[src/pkg/lia_pkg.sv]
// Constants and types shared by the legacy address and set transition logic
// =============================================================================
// How it works
// - Native unsegmented; legacy segmented by mode flags
// - Effective address base plus scaled index plus displacement
// - Start truncated; 16-bit end may pass 64K
// - Instruction pointer is code effective address
// - Segment base added, limit checked, 4G wrap
// - Legacy virtual address zero-extended to 64 bits
// - Legacy stores into fetched code are detected
// - Detection optional without translation; OS avoids aliases
// - Legacy to native exit makes instruction cache coherent
// - Legacy stores release, loads acquire, RMW both
// - Legacy stores wait for older native accesses
// - Native accesses wait for older legacy loads
// - Register stack engine inactive during legacy execution
// - Legacy exit invalidates stacked registers, clean count zero
// - Advanced load table ignored on legacy entry
// - Deferred token may abort any legacy instruction
// - Float consumes not-a-value: fault or propagate; vector ignores
package lia_pkg;

    // =========================================================================
    // Register port
    localparam int          REG_ADDR_W      = 8;
    localparam int          REG_DATA_W      = 32;
    localparam logic [7:0]  REG_CTRL        = 8'h00;
    localparam logic [7:0]  REG_STATUS      = 8'h04;
    localparam logic [7:0]  REG_SMC_COUNT   = 8'h08;
    localparam logic [7:0]  REG_CLEAN       = 8'h0c;
    localparam logic [2:0]  CTRL_RESET      = 3'h5;
    localparam int          CTRL_RSE_EN     = 0;
    localparam int          CTRL_NAV_FAULT  = 1;
    localparam int          CTRL_SMC_EN     = 2;
    localparam int          STAT_LEGACY     = 0;
    localparam int          STAT_SMC_PEND   = 1;
    localparam int          STAT_ABORT      = 2;
    localparam int          STAT_SYNC       = 3;

    // =========================================================================
    // Address forming
    localparam int          VA_W            = 32;
    localparam int          NVA_W           = 64;
    localparam int          REAL_SHIFT      = 4;
    localparam int          LINE_BITS       = 6;
    localparam int          TAG_W           = VA_W - LINE_BITS;
    localparam int          TAG_ENTRIES     = 8;
    localparam int          TAG_PTR_W       = 3;
    localparam int          CLEAN_W         = 7;
    localparam logic [6:0]  CLEAN_RESET     = 7'h00;

    typedef enum logic [1:0] {ST_NATIVE, ST_LEGACY, ST_SYNC} lia_state_t;

endpackage

[src/logic/lia_addr_gen.sv]
// Legacy effective and virtual address forming, native pass-through
`timescale 1ns/100ps
module lia_addr_gen
    import lia_pkg::*;
(
    input  wire logic               legacy_i,
    input  wire logic               v86_i,
    input  wire logic               pe_i,
    input  wire logic               size32_i,
    input  wire logic [31:0]        base_i,
    input  wire logic [31:0]        index_i,
    input  wire logic [1:0]         scale_i,
    input  wire logic [31:0]        disp_i,
    input  wire logic [15:0]        selector_i,
    input  wire logic [31:0]        desc_base_i,
    input  wire logic [31:0]        limit_i,
    input  wire logic [3:0]         last_i,
    input  wire logic [63:0]        native_addr_i,
    output logic      [63:0]        start_o,
    output logic      [63:0]        end_o,
    output logic                    limit_fault_o
);
    // =========================================================================
    // Effective address
    wire logic [33:0] ea_sum    = {2'h0, base_i} + ({2'h0, index_i} << scale_i)
                                  + {2'h0, disp_i};
    wire logic [31:0] ea_start  = size32_i ? ea_sum[31:0] : {16'h0, ea_sum[15:0]};
    wire logic [32:0] ea_raw    = {1'h0, ea_start} + {29'h0, last_i};
    // A 16-bit end may carry into bit 16; a 32-bit end drops its carry
    wire logic [32:0] ea_end    = size32_i ? {1'h0, ea_raw[31:0]} : ea_raw;

    // =========================================================================
    // Segmentation: real and virtual-8086 take selector times 16
    wire logic        use_sel   = v86_i | ~pe_i;
    wire logic [31:0] seg_base  = use_sel ? {12'h0, selector_i, 4'h0} : desc_base_i;
    wire logic [32:0] va_s_sum  = {1'h0, seg_base} + {1'h0, ea_start};
    wire logic [32:0] va_e_sum  = {1'h0, seg_base} + ea_end;
    wire logic [63:0] nat_end   = native_addr_i + {60'h0, last_i};

    assign limit_fault_o = legacy_i & (ea_end > {1'h0, limit_i});
    assign start_o = legacy_i ? {32'h0, va_s_sum[31:0]} : native_addr_i;
    assign end_o   = legacy_i ? {32'h0, va_e_sum[31:0]} : nat_end;
endmodule // lia_addr_gen

[src/logic/lia_tag_table.sv]
// Small table of fetched legacy code line tags for store snooping
`timescale 1ns/100ps
module lia_tag_table
    import lia_pkg::*;
(
    input  wire logic               clk_i,
    input  wire logic               rst_i,
    input  wire logic               clear_i,
    input  wire logic               wr_i,
    input  wire logic [TAG_W-1:0]   wr_tag_i,
    input  wire logic               cmp_i,
    input  wire logic [TAG_W-1:0]   cmp_tag_i,
    output logic                    hit_o
);
    logic [TAG_PTR_W-1:0] ptr;
    logic [TAG_ENTRIES-1:0] match;

    // =========================================================================
    // Entries, replaced round robin
    genvar g;
    generate
        for (g = 0; g < TAG_ENTRIES; g++) begin : g_ent
            logic             valid;
            logic [TAG_W-1:0] tag;
            wire logic        sel = wr_i & (ptr == TAG_PTR_W'(g));
            always_ff @(posedge clk_i or posedge rst_i) begin
                if (rst_i) begin
                    valid <= 1'b0;
                    tag   <= '0;
                end else begin
                    valid <= ~clear_i & (valid | sel);
                    tag   <= sel ? wr_tag_i : tag;
                end
            end
            assign match[g] = valid & (tag == cmp_tag_i);
        end
    endgenerate

    always_ff @(posedge clk_i or posedge rst_i) begin
        if (rst_i) begin
            ptr   <= '0;
            hit_o <= 1'b0;
        end else begin
            ptr   <= wr_i ? ptr + 1'b1 : ptr;
            hit_o <= cmp_i & (|match);
        end
    end
endmodule // lia_tag_table

[src/logic/lia_legacy_xfer.sv]
// Legacy memory reference forming and instruction set transition control
`timescale 1ns/100ps
module lia_legacy_xfer
    import lia_pkg::*;
(
    input  wire logic                       REF_CLK_I,
    input  wire logic                       SYS_RST_I,
    // Register port
    input  wire logic [lia_pkg::REG_ADDR_W-1:0] REG_ADDR_I,
    input  wire logic [lia_pkg::REG_DATA_W-1:0] REG_WDATA_I,
    input  wire logic                       REG_WR_I,
    input  wire logic                       REG_RD_I,
    output logic      [lia_pkg::REG_DATA_W-1:0] REG_RDATA_O,
    // Legacy mode state
    input  wire logic                       VIRTUAL_8086_FLAG_I,
    input  wire logic                       PROTECTION_ENABLE_FLAG_I,
    input  wire logic                       CODE_SEGMENT_DEFAULT_SIZE_I,
    input  wire logic                       STACK_SEGMENT_BIG_FLAG_I,
    input  wire logic                       ADDR_SIZE_PREFIX_I,
    input  wire logic                       DATA_TRANSLATION_ENABLE_I,
    input  wire logic                       INSTRUCTION_TRANSLATION_ENABLE_I,
    input  wire logic [31:0]                LEGACY_INSTRUCTION_POINTER_I,
    // Set switching
    input  wire logic                       SET_SWITCH_I,
    input  wire logic                       LEGACY_BRANCH_I,
    output logic                            LEGACY_MODE_O,
    // Memory reference request
    input  wire logic                       REQ_VALID_I,
    output logic                            REQ_READY_O,
    input  wire logic                       REQ_CODE_I,
    input  wire logic                       REQ_STORE_I,
    input  wire logic                       REQ_RMW_I,
    input  wire logic                       REQ_STACK_I,
    input  wire logic [31:0]                REQ_BASE_I,
    input  wire logic [31:0]                REQ_INDEX_I,
    input  wire logic [1:0]                 REQ_SCALE_I,
    input  wire logic [31:0]                REQ_DISP_I,
    input  wire logic [15:0]                REQ_SELECTOR_I,
    input  wire logic [31:0]                REQ_SEG_BASE_I,
    input  wire logic [31:0]                REQ_SEG_LIMIT_I,
    input  wire logic [3:0]                 REQ_LAST_I,
    input  wire logic [63:0]                NATIVE_ADDR_I,
    input  wire logic                       NATIVE_ACQ_I,
    input  wire logic                       NATIVE_REL_I,
    input  wire logic                       NATIVE_PEND_I,
    input  wire logic                       LEGACY_LOAD_PEND_I,
    // Memory subsystem side
    output logic                            MEM_VALID_O,
    output logic      [63:0]                MEM_ADDR_O,
    output logic      [63:0]                MEM_END_ADDR_O,
    output logic                            MEM_STORE_O,
    output logic                            MEM_ACQ_O,
    output logic                            MEM_REL_O,
    output logic                            MEM_LIMIT_FAULT_O,
    output logic                            ICACHE_SYNC_O,
    input  wire logic                       ICACHE_SYNC_DONE_I,
    // Register stack and advanced load table
    output logic                            RSE_ACTIVE_O,
    output logic                            STACK_INVALIDATE_O,
    input  wire logic                       RSE_CLEAN_WR_I,
    input  wire logic [lia_pkg::CLEAN_W-1:0] RSE_CLEAN_I,
    output logic      [lia_pkg::CLEAN_W-1:0] RSE_CLEAN_COUNT_O,
    output logic                            ADVANCED_LOAD_TABLE_IGNORE_O,
    // Deferred tokens and not-a-value
    input  wire logic                       TOKEN_PRESENT_I,
    input  wire logic                       LEGACY_ISSUE_I,
    output logic                            CONSUME_ABORT_O,
    input  wire logic                       FP_OP_I,
    input  wire logic                       VEC_OP_I,
    input  wire logic                       FP_NOT_A_VALUE_I,
    output logic                            FP_INVALID_FAULT_O,
    output logic                            FP_NAV_PROPAGATE_O
);
    import lia_pkg::*;

    lia_state_t state;
    lia_state_t next_state;
    logic [2:0]  ctrl;
    logic        smc_pend;
    logic        abort_flag;
    logic        sync_to_native;
    logic [31:0] smc_count;
    logic [CLEAN_W-1:0] clean_count;
    logic        tag_hit;
    logic        store_chk;
    logic [63:0] gen_start;
    logic [63:0] gen_end;
    logic        gen_fault;

    // =========================================================================
    // Mode decode
    wire logic legacy   = (state == ST_LEGACY);
    wire logic in_sync  = (state == ST_SYNC);
    // Address width: code follows the code segment size, stack the stack flag,
    // the address size prefix flips the data choice
    wire logic data32   = CODE_SEGMENT_DEFAULT_SIZE_I ^ ADDR_SIZE_PREFIX_I;
    wire logic size32   = REQ_CODE_I  ? CODE_SEGMENT_DEFAULT_SIZE_I :
                          REQ_STACK_I ? STACK_SEGMENT_BIG_FLAG_I : data32;
    wire logic [31:0] g_base  = REQ_CODE_I ? LEGACY_INSTRUCTION_POINTER_I : REQ_BASE_I;
    wire logic [31:0] g_index = REQ_CODE_I ? 32'h0 : REQ_INDEX_I;
    wire logic [31:0] g_disp  = REQ_CODE_I ? 32'h0 : REQ_DISP_I;

    // =========================================================================
    // Ordering: a legacy store or locked access is a release and waits for
    // every older native access; native traffic waits for older legacy loads.
    // Legacy plain loads are let through, which the ordering model permits.
    wire logic is_wr    = REQ_STORE_I | REQ_RMW_I;
    wire logic leg_hold = legacy & is_wr & NATIVE_PEND_I;
    wire logic nat_hold = (state == ST_NATIVE) & LEGACY_LOAD_PEND_I;
    assign REQ_READY_O  = ~in_sync & ~leg_hold & ~nat_hold;
    wire logic accept   = REQ_VALID_I & REQ_READY_O;
    wire logic leg_acq  = ~REQ_CODE_I & (~REQ_STORE_I | REQ_RMW_I);
    wire logic leg_rel  = is_wr;

    lia_addr_gen u_addr_gen (
        .legacy_i       (legacy),
        .v86_i          (VIRTUAL_8086_FLAG_I),
        .pe_i           (PROTECTION_ENABLE_FLAG_I),
        .size32_i       (size32),
        .base_i         (g_base),
        .index_i        (g_index),
        .scale_i        (REQ_SCALE_I),
        .disp_i         (g_disp),
        .selector_i     (REQ_SELECTOR_I),
        .desc_base_i    (REQ_SEG_BASE_I),
        .limit_i        (REQ_SEG_LIMIT_I),
        .last_i         (REQ_LAST_I),
        .native_addr_i  (NATIVE_ADDR_I),
        .start_o        (gen_start),
        .end_o          (gen_end),
        .limit_fault_o  (gen_fault)
    );

    // =========================================================================
    // Self-modifying code snoop; detection is skipped without translation
    // since aliases then cannot be ruled out
    wire logic xlate_on = DATA_TRANSLATION_ENABLE_I & INSTRUCTION_TRANSLATION_ENABLE_I;
    wire logic snoop_on = ctrl[CTRL_SMC_EN] & xlate_on;
    wire logic fill_tag = accept & legacy & REQ_CODE_I;
    wire logic chk_tag  = accept & legacy & is_wr & snoop_on;
    wire logic tag_clr  = in_sync & ICACHE_SYNC_DONE_I;

    lia_tag_table u_tag_table (
        .clk_i      (REF_CLK_I),
        .rst_i      (SYS_RST_I),
        .clear_i    (tag_clr),
        .wr_i       (fill_tag),
        .wr_tag_i   (gen_start[VA_W-1:LINE_BITS]),
        .cmp_i      (chk_tag),
        .cmp_tag_i  (gen_start[VA_W-1:LINE_BITS]),
        .hit_o      (tag_hit)
    );

    // =========================================================================
    // Set state machine
    wire logic sync_on_branch = legacy & LEGACY_BRANCH_I & smc_pend & ~SET_SWITCH_I;
    wire logic sync_on_exit   = legacy & SET_SWITCH_I & smc_pend;
    wire logic leave_legacy   = legacy & SET_SWITCH_I;
    wire logic enter_legacy   = (state == ST_NATIVE) & SET_SWITCH_I;

    always_comb begin
        next_state = state;
        unique case (state)
            ST_NATIVE: begin
                if (SET_SWITCH_I) begin
                    next_state = ST_LEGACY;
                end
            end
            ST_LEGACY: begin
                if (sync_on_exit || sync_on_branch) begin
                    next_state = ST_SYNC;
                end else if (SET_SWITCH_I) begin
                    next_state = ST_NATIVE;
                end
            end
            ST_SYNC: begin
                if (ICACHE_SYNC_DONE_I) begin
                    next_state = sync_to_native ? ST_NATIVE : ST_LEGACY;
                end
            end
            default: begin
                next_state = ST_NATIVE;
            end
        endcase
    end

    always_ff @(posedge REF_CLK_I or posedge SYS_RST_I) begin
        if (SYS_RST_I) begin
            state          <= ST_NATIVE;
            sync_to_native <= 1'b0;
        end else begin
            state          <= next_state;
            sync_to_native <= (sync_on_exit | sync_on_branch) ? sync_on_exit : sync_to_native;
        end
    end

    // =========================================================================
    // Pending detection; a hit in the cycle the sync starts is kept
    wire logic smc_clr = sync_on_exit | sync_on_branch;
    always_ff @(posedge REF_CLK_I or posedge SYS_RST_I) begin
        if (SYS_RST_I) begin
            smc_pend  <= 1'b0;
            smc_count <= 32'h0;
        end else begin
            smc_pend  <= tag_hit | (smc_pend & ~smc_clr);
            smc_count <= tag_hit ? smc_count + 32'h1 : smc_count;
        end
    end

    // =========================================================================
    // Memory request outputs
    always_ff @(posedge REF_CLK_I or posedge SYS_RST_I) begin
        if (SYS_RST_I) begin
            MEM_VALID_O       <= 1'b0;
            MEM_ADDR_O        <= 64'h0;
            MEM_END_ADDR_O    <= 64'h0;
            MEM_STORE_O       <= 1'b0;
            MEM_ACQ_O         <= 1'b0;
            MEM_REL_O         <= 1'b0;
            MEM_LIMIT_FAULT_O <= 1'b0;
        end else begin
            MEM_VALID_O       <= accept;
            MEM_ADDR_O        <= accept ? gen_start : MEM_ADDR_O;
            MEM_END_ADDR_O    <= accept ? gen_end : MEM_END_ADDR_O;
            MEM_STORE_O       <= accept & is_wr;
            MEM_ACQ_O         <= accept & (legacy ? leg_acq : NATIVE_ACQ_I);
            MEM_REL_O         <= accept & (legacy ? leg_rel : NATIVE_REL_I);
            MEM_LIMIT_FAULT_O <= accept & gen_fault;
        end
    end

    // =========================================================================
    // Register stack engine and advanced load table
    always_ff @(posedge REF_CLK_I or posedge SYS_RST_I) begin
        if (SYS_RST_I) begin
            STACK_INVALIDATE_O <= 1'b0;
            clean_count        <= CLEAN_RESET;
            ADVANCED_LOAD_TABLE_IGNORE_O      <= 1'b0;
        end else begin
            STACK_INVALIDATE_O <= leave_legacy;
            if (leave_legacy) begin
                clean_count <= CLEAN_RESET;
            end else if (RSE_CLEAN_WR_I && state == ST_NATIVE) begin
                clean_count <= RSE_CLEAN_I;
            end
            // Held from entry until the next legacy exit
            ADVANCED_LOAD_TABLE_IGNORE_O <= enter_legacy | (ADVANCED_LOAD_TABLE_IGNORE_O & ~leave_legacy);
        end
    end
    assign RSE_CLEAN_COUNT_O = clean_count;
    // Stays off through a sync that leads back into native code
    assign RSE_ACTIVE_O = ctrl[CTRL_RSE_EN] & (state == ST_NATIVE);

    // =========================================================================
    // Deferred tokens and not-a-value consumption
    wire logic abort_now = legacy & LEGACY_ISSUE_I & TOKEN_PRESENT_I;
    wire logic nav_use   = legacy & LEGACY_ISSUE_I & FP_OP_I & ~VEC_OP_I
                           & FP_NOT_A_VALUE_I;
    always_ff @(posedge REF_CLK_I or posedge SYS_RST_I) begin
        if (SYS_RST_I) begin
            CONSUME_ABORT_O    <= 1'b0;
            FP_INVALID_FAULT_O <= 1'b0;
            FP_NAV_PROPAGATE_O <= 1'b0;
        end else begin
            CONSUME_ABORT_O    <= abort_now;
            FP_INVALID_FAULT_O <= nav_use & ctrl[CTRL_NAV_FAULT];
            FP_NAV_PROPAGATE_O <= nav_use & ~ctrl[CTRL_NAV_FAULT];
        end
    end

    // =========================================================================
    // Register port
    wire logic wr_ctrl   = REG_WR_I & (REG_ADDR_I == REG_CTRL);
    wire logic wr_status = REG_WR_I & (REG_ADDR_I == REG_STATUS);
    wire logic abort_clr = wr_status & REG_WDATA_I[STAT_ABORT];
    wire logic [31:0] status_word = {28'h0, in_sync, abort_flag, smc_pend, legacy};
    wire logic [31:0] rd_mux =
        (REG_ADDR_I == REG_CTRL)      ? {29'h0, ctrl} :
        (REG_ADDR_I == REG_STATUS)    ? status_word :
        (REG_ADDR_I == REG_SMC_COUNT) ? smc_count :
        (REG_ADDR_I == REG_CLEAN)     ? {25'h0, clean_count} : 32'h0;

    always_ff @(posedge REF_CLK_I or posedge SYS_RST_I) begin
        if (SYS_RST_I) begin
            ctrl        <= CTRL_RESET;
            abort_flag  <= 1'b0;
            REG_RDATA_O <= 32'h0;
        end else begin
            ctrl        <= wr_ctrl ? REG_WDATA_I[2:0] : ctrl;
            // Set wins over a write-one clear in the same cycle
            abort_flag  <= abort_now | (abort_flag & ~abort_clr);
            REG_RDATA_O <= REG_RD_I ? rd_mux : 32'h0;
        end
    end

    assign LEGACY_MODE_O = legacy;
    assign ICACHE_SYNC_O = in_sync;

endmodule // lia_legacy_xfer

[config.mk]
export PLATFORM = sky130hd
export DESIGN_NAME = lia_legacy_xfer
export DESIGN_NICKNAME = d
export VERILOG_FILES = /design/src/pkg/lia_pkg.sv /design/src/logic/lia_addr_gen.sv /design/src/logic/lia_tag_table.sv /design/src/logic/lia_legacy_xfer.sv
export SDC_FILE = /design/constraint.sdc
export NUM_CORES = 2
export LEC_CHECK = 0
export BUFFER_PORTS_ARGS = -buffer_cell sky130_fd_sc_hd__clkbuf_2
export CORE_MARGIN = 2
export CORE_UTILIZATION = 34
export DETAILED_ROUTE_END_ITERATION = 12
export PLACE_DENSITY = 0.59
export SLEW_MARGIN = 15
export SYNTH_ARGS = -nofsm -noshare
export SYNTH_HDL_FRONTEND = slang
export SYNTH_SLANG_ARGS = --single-unit
[constraint.sdc]
create_clock -name REF_CLK_I -period 14.8 [get_ports REF_CLK_I]
set_clock_uncertainty 0.15 [all_clocks]
set_input_delay 0 -clock REF_CLK_I [delete_from_list [all_inputs] [get_ports REF_CLK_I]]
set_output_delay 0 -clock REF_CLK_I [all_outputs]
set_load 0.005 [all_outputs]
# Yosys cells after proc, flatten, opt, wreduce, memory -nomap -nowiden
# Index checks and enable logic that the tools add are counted.
# op_classes
n_addsub	8
n_lt_le_gt_ge	1
eq_ne	23
shifts	1
n_mux	25
n_bitwise	93
reduce_logical	8
# op_table
op	n
$mux W32	9
$eq A26 B26 Y1	8
$add A32 B32 Y32	4
$mux W64	2
$add A64 B4 Y64	1
$and A1 B1 Y1	64
$add A32 B4 Y33	1
$gt A33 B32 Y1	1
$mux W33	1
$add A32 B1 Y32 const B	1
$shl A32 B2 Y32	1
$mux W7	3
$eq A8 B4 Y1 const B	2
$or A1 B1 Y1	15
$not A1 Y1	13
$eq A3 B3 Y1 const B	4
$eq A8 B3 Y1 const B	1
$logic_not A8 Y1	1
$mux W2	4
$reduce_or A8 Y1	1
$eq A3 B2 Y1 const B	2
$pmux W2 S3	1
$mux W1	5
$ne A2 B2 Y1 const B	2
other kinds (12)	12
# totals
reg_bits	437
input_bits	354
word_cells	197

# Longest topological paths before layout
# logic_depth
ltp_word	12
mapped_depth	35
mapped_depth_nobuf	32

# By module
# Synthesis repeated with hierarchy kept, for this count alone.
# unflattened
hier_cells	2891
area_unflattened_um2	30431.7
# by_module_without_submodules
module	instances	cells_per_inst	area_per_inst_um2
lia_tag_table	1	800	11033.1
lia_addr_gen	1	1384	10127.2
lia_legacy_xfer	1	707	9271.4

# Worst setup path after synthesis
# Ideal clock, no wire load.
# synth_path
kind	input -> register
from	in REQ_SCALE_I[0]
to	reg u_tag_table.hit_o
setup_time_ns	0.099
arrival_ns	7.793
t_required_ns	14.551
slack_ns	6.758
cell_stages	33
n_path_buf	4
path_cell_list	clkbuf_1 > buf_1 > mux4_2 > nand2b_1 > fa_1 > inv_1 > ha_1 > buf_2 > a21oi_1 > a21boi_1 > a311oi_2 > a21oi_1 > o21ai_0 > a21boi_0 > a31o_2 > a211oi_1 > nor2_1 > a311oi_1 > nor2_1 > ha_1 > clkbuf_1 > xnor2_1 > a221o_1 > or4_1 > a2111oi_0 > o2111ai_1 > a311oi_1 > o2111ai_1 > a2111oi_2 > a32o_1 > nor2_1 > a211o_1 > a311oi_1
# synth_between
elab_chain_cells	10
elab_cells_between_ends	24
cone_classes	add/sub: 3; eq/ne: 8; shift: 1; mux: 2; bitwise: 9; reduce/logical: 1
# synth_rtl
item	line_no	source
from (decl)	lia_legacy_xfer.sv:36	input wire logic [1:0] REQ_SCALE_I,
$shl A32 B2 Y32 *	lia_addr_gen.sv:25	wire logic [33:0] ea_sum = {2'h0, base_i} + ({2'h0, index_i} << scale_i)
$add A32 B32 Y32 *	lia_addr_gen.sv:25	
$add A32 B32 Y32 *	lia_addr_gen.sv:26	+ {2'h0, disp_i};
$mux W32 *	lia_addr_gen.sv:27	wire logic [31:0] ea_start = size32_i ? ea_sum[31:0] : {16'h0, ea_sum[15:0]};
$add A32 B32 Y32 *	lia_addr_gen.sv:36	wire logic [32:0] va_s_sum = {1'h0, seg_base} + {1'h0, ea_start};
$mux W64 *	lia_addr_gen.sv:41	assign start_o = legacy_i ? {32'h0, va_s_sum[31:0]} : native_addr_i;
$eq A26 B26 Y1	lia_tag_table.sv:35	assign match[g] = valid & (tag == cmp_tag_i);
$and A1 B1 Y1	lia_tag_table.sv:35	
$reduce_or A8 Y1 *	lia_tag_table.sv:45	hit_o <= cmp_i & (|match);
$and A1 B1 Y1 *	lia_tag_table.sv:45	
to (signal assigned)	lia_tag_table.sv:45	
to (decl)	lia_tag_table.sv:13	output logic hit_o
# Mark *: on every way between the ends. The rest lies on a longest branch, timed or not.
# A chain may end at the register's enable or synchronous reset.

# Final worst setup path
# Same ends and word-level chain as after synthesis.

==> metrics.yaml <==
status:
  status: "finished clean"
drt:
  drc_errors: 0
  drtAntennaViolNets: 0
  first_pass_iters: 8
  vias_per_cell: 5.72
  drt-total-wl_mm: 157
  via_count: 34900
  wire_per_inst_um: 25.8
  drt-initial-drc-count: 3946
logic_synthesis:
  ys_types: 111
  synth-edff-count: 0
  synthArstFlopShare_pct: 100
  syn-mean-instance-area_sq_um: 8.36
  synth_nets: 4694
  synth-main-ff-cell: "dfrtp_1"
  synthesis.area_sq_um: 34800
  ys_seq_elements: 437
  synth_cells: 4167
  ys_seq_area_share_pct: 31.4
  ys_warn_count: 0
cts:
  post-cts-setup-buffer-count: 0
  clk_pin_slew_ns: 0.06
  clockRootBuffer: "clkbuf_16"
  h-tree-depth: 2
  numCtsBuffers: 51
  numClockSinks: 437
  cts_resized: 0
  cts_tree: "yes"
  clk_path_buf_depth: 3
  clk_latency_ns: 0.63
  hold_buffers: 132
layout:
  nFillCells: 10200
  seq_area_sq_um: 10900
  nNetsFinal: 5208
  multi_input_area_sq_um: 22200
  layout.cells.non_filler: 6099
  drive_gt1_share_pct: 17.0
  area_delta_synth_final_pct: 20.0
  design_area_sq_um: 41800
setup_path:
  worstSetupPathType: "in2reg"
  setup.worst_path.start_class: "input port"
  slowest_delay_ns: 0.72
  cp.arrival_ns: 10.73
  cp-end-kind: "flop"
  crit_required_ns: 15.18
  slowest_stage: "buf_2"
  cp_common_cell: "o211ai_1"
  path_max_fanout: 34
timing:
  worstMarginPinSlew_ns: 1.31
  final.min_clock_period_ns: 10.35
  fin_ws_ns: 4.45
  rsz0062_at_grt: "false"
  hold_violations: 0
  period_share_pct: 69.9
  max_freq_mhz: 96.6
  slew_headroom_pct: 10.3
  maxSlewViolCount: 0
  finalSetupViolCount: 0
  finalSetupTns_ns: 0
placement:
  gp_congestion: 1.08
  port_buffers: 505
  post-place-ws_ns: 4.21
  dp_cells: 5864
  dpl.hpwl_mm: 122
  dpl_cell_area_sq_um: 38700
die:
  fp.dieH_um: 324
  initial_utilization_pct: 34.2
  core_area_sq_um: 102000
  die_width_um: 324
  die-area_sq_um: 105000
  ios: 535
  num_rows: 117
power_and_ir_drop:
  p_leak_nw: 19.1
  swShare_pct: 48.4
  seqPwrFrac_pct: 26.6
  power_density_nw_per_um2: 173
  internal_power_mw: 3.72
  power_switching_mw: 3.49
  power.total_mw: 7.22
  comb_power_share_pct: 54.6
  ir_worst_vdd_uv: 90.4
  pwr-share-clk_pct: 18.8
global_route:
  grt_overflow: 0
  antenna_found_initial: 11
  grt_pass1_vias: 33000
  grt_max_degree: 161
  grt_util_all_layers_pct: 29.3
  grt_pass1_wl_mm: 227
worst_hold_path:
  worstHoldPathType: "in2reg"
run:
  maxCapViolCount: 0
path summary, 6_finish.rpt:
check | startpoint | cells past startpoint | end | slack, ns
setup reg to reg | state[0] | 16 | u_tag_table.hit_o | 8.37
hold / removal | NATIVE_ADDR_I[58] | 4 | MEM_ADDR_O[58] | 0.02
min in group asynchronous | SYS_RST_I | 4 | MEM_END_ADDR_O[39] | 0.54
hold reg to reg | smc_count[31] | 1 | smc_count[31] | 0.31
max in group asynchronous | SYS_RST_I | 6 | MEM_ADDR_O[9] | 11.66
setup / recovery | REQ_SCALE_I[0] | 30 | u_tag_table.hit_o | 4.45
per-layer routing:
layer  share of wire (%)  vias up  wire length [um]  global-route usage, %
met2                  44     1937             69300                   45.9
met4                 5.3        8              8270                   13.6
met5               0.034        -                53                      0
li1                    -    15700                 -                      -
met3                 9.8      397             15400                   5.97
met1                  41    16800             64200                   38.6
cell usage in the layout (no fill, tap or decap), types with 36 or more instances in the layout:
| master | instances |
|---|---|
| inv_1 | 198 |
| a21o_1 | 40 |
| and2_1 | 46 |
| xnor2_1 | 276 |
| nor2_1 | 225 |
| o21ai_0 | 406 |
| nor2b_1 | 40 |
| clkbuf_16 | 51 |
| nand4_1 | 81 |
| fa_1 | 36 |
| dlygate4sd3_1 | 132 |
| mux2i_1 | 71 |
| nand2b_1 | 76 |
| a21oi_1 | 185 |
| ha_1 | 137 |
| nor3_1 | 94 |
| buf_4 | 68 |
| nor4_1 | 41 |
| clkbuf_2 | 503 |
| xor2_1 | 190 |
| nand2_1 | 573 |
| nand3_1 | 141 |
| dfrtp_1 | 435 |
| and3_1 | 49 |
power by group through the flow:
stage          registers [mW]  logic (mW)  clock network [mW]
2_1_floorplan            1.77        2.48                   0
3_3_place_gp             1.91        3.74                   0
3_5_place_dp             1.92        3.76                   0
4_1_cts                  1.90        3.81                1.38
5_1_grt                  1.95        4.21                1.43
6_report                 1.92        3.94                1.36
state kept, by name, indices dropped and copies added (netlist names), 3 cells and up:
| register | cells |
|---|---|
| REG_RDATA_O | 32 |
| MEM_END_ADDR_O | 64 |
| u_tag_table.ptr | 3 |
| RSE_CLEAN_COUNT_O | 7 |
| smc_count | 32 |
| MEM_ADDR_O | 64 |
| ctrl | 3 |
| u_tag_table.g_ent.valid | 8 |
| u_tag_table.g_ent.tag | 208 |
worst max-delay path: cells and delay by family:
family                   cells  cell delay (ns)
AO/OA/AOI/OAI               19             6.62
adder cells (fa/ha/maj)      4             1.92
buffers and inverters        2             0.76
multiplexers                 1             0.15
AND/OR/NAND/NOR              4             1.24
logic make-up (layout without fill, tap and decap cells):
group,after synthesis,count (layout),synth area share (%)
compound gates,1027,1027,18.9
xor+xnor,475,475,12.2
fa+ha+maj,173,173,6.99
buf+inv,444,1001,4.96
flops,437,437,31.4
mux,134,134,5.12
other cells,0,7,0
simple gates,1477,1477,20.4
synthesized netlist by cell type (11+ instances only):
library cell | instances | area [sq um]
mux4_2 | 31 | 698
a31oi_1 | 34 | 213
nand3_1 | 142 | 711
a211oi_1 | 30 | 225
dfrtp_1 | 435 | 10900
a21oi_1 | 187 | 936
or2_2 | 12 | 75.1
and3_1 | 49 | 307
inv_1 | 199 | 747
a221oi_1 | 13 | 114
nor2b_1 | 41 | 257
and2_1 | 46 | 288
buf_2 | 25 | 125
xnor2_1 | 276 | 2420
ha_1 | 137 | 1710
clkbuf_1 | 170 | 638
o221ai_1 | 22 | 193
nand2_1 | 574 | 2150
o211ai_1 | 30 | 225
and4_1 | 11 | 96.3
a2111oi_0 | 19 | 166
nor3b_1 | 13 | 97.6
xor2_1 | 190 | 1660
o21a_1 | 23 | 173
nand2b_1 | 77 | 482
or3_1 | 30 | 188
nor4_1 | 41 | 257
fa_1 | 36 | 721
a21boi_0 | 12 | 90.1
buf_1 | 43 | 161
mux2i_1 | 71 | 711
nor3_1 | 94 | 470
o22ai_1 | 16 | 100
o31ai_1 | 21 | 158
mux2_2 | 30 | 338
o41ai_1 | 14 | 123
nand4_1 | 81 | 507
o2111ai_1 | 20 | 175
o21bai_1 | 12 | 90.1
nor2_1 | 226 | 848
a21o_1 | 40 | 300
o21ai_0 | 407 | 2040
metrics by stage:
step / utilization [%] / hold WS (ns)
after floorplan: - / -0.0670
after global placement: 38.0 / 0.0783
after detailed placement: 38.0 / 0.0800
after CTS: 41.1 / 0.0000202
after global routing: 41.1 / 0.0393
final: 41.1 / 0.0209
layout make-up:
type,count,share of cell area [%]
multi-input cells,3286,53.1
flip-flops and latches,437,26.2
repair buffers,705,10.5
well taps,1368,4.09
clock buffers,64,3.26
inverters,200,1.83
clock inverters,32,1.01
diodes,7,0.0419
(Power assumes the default switching activity.)
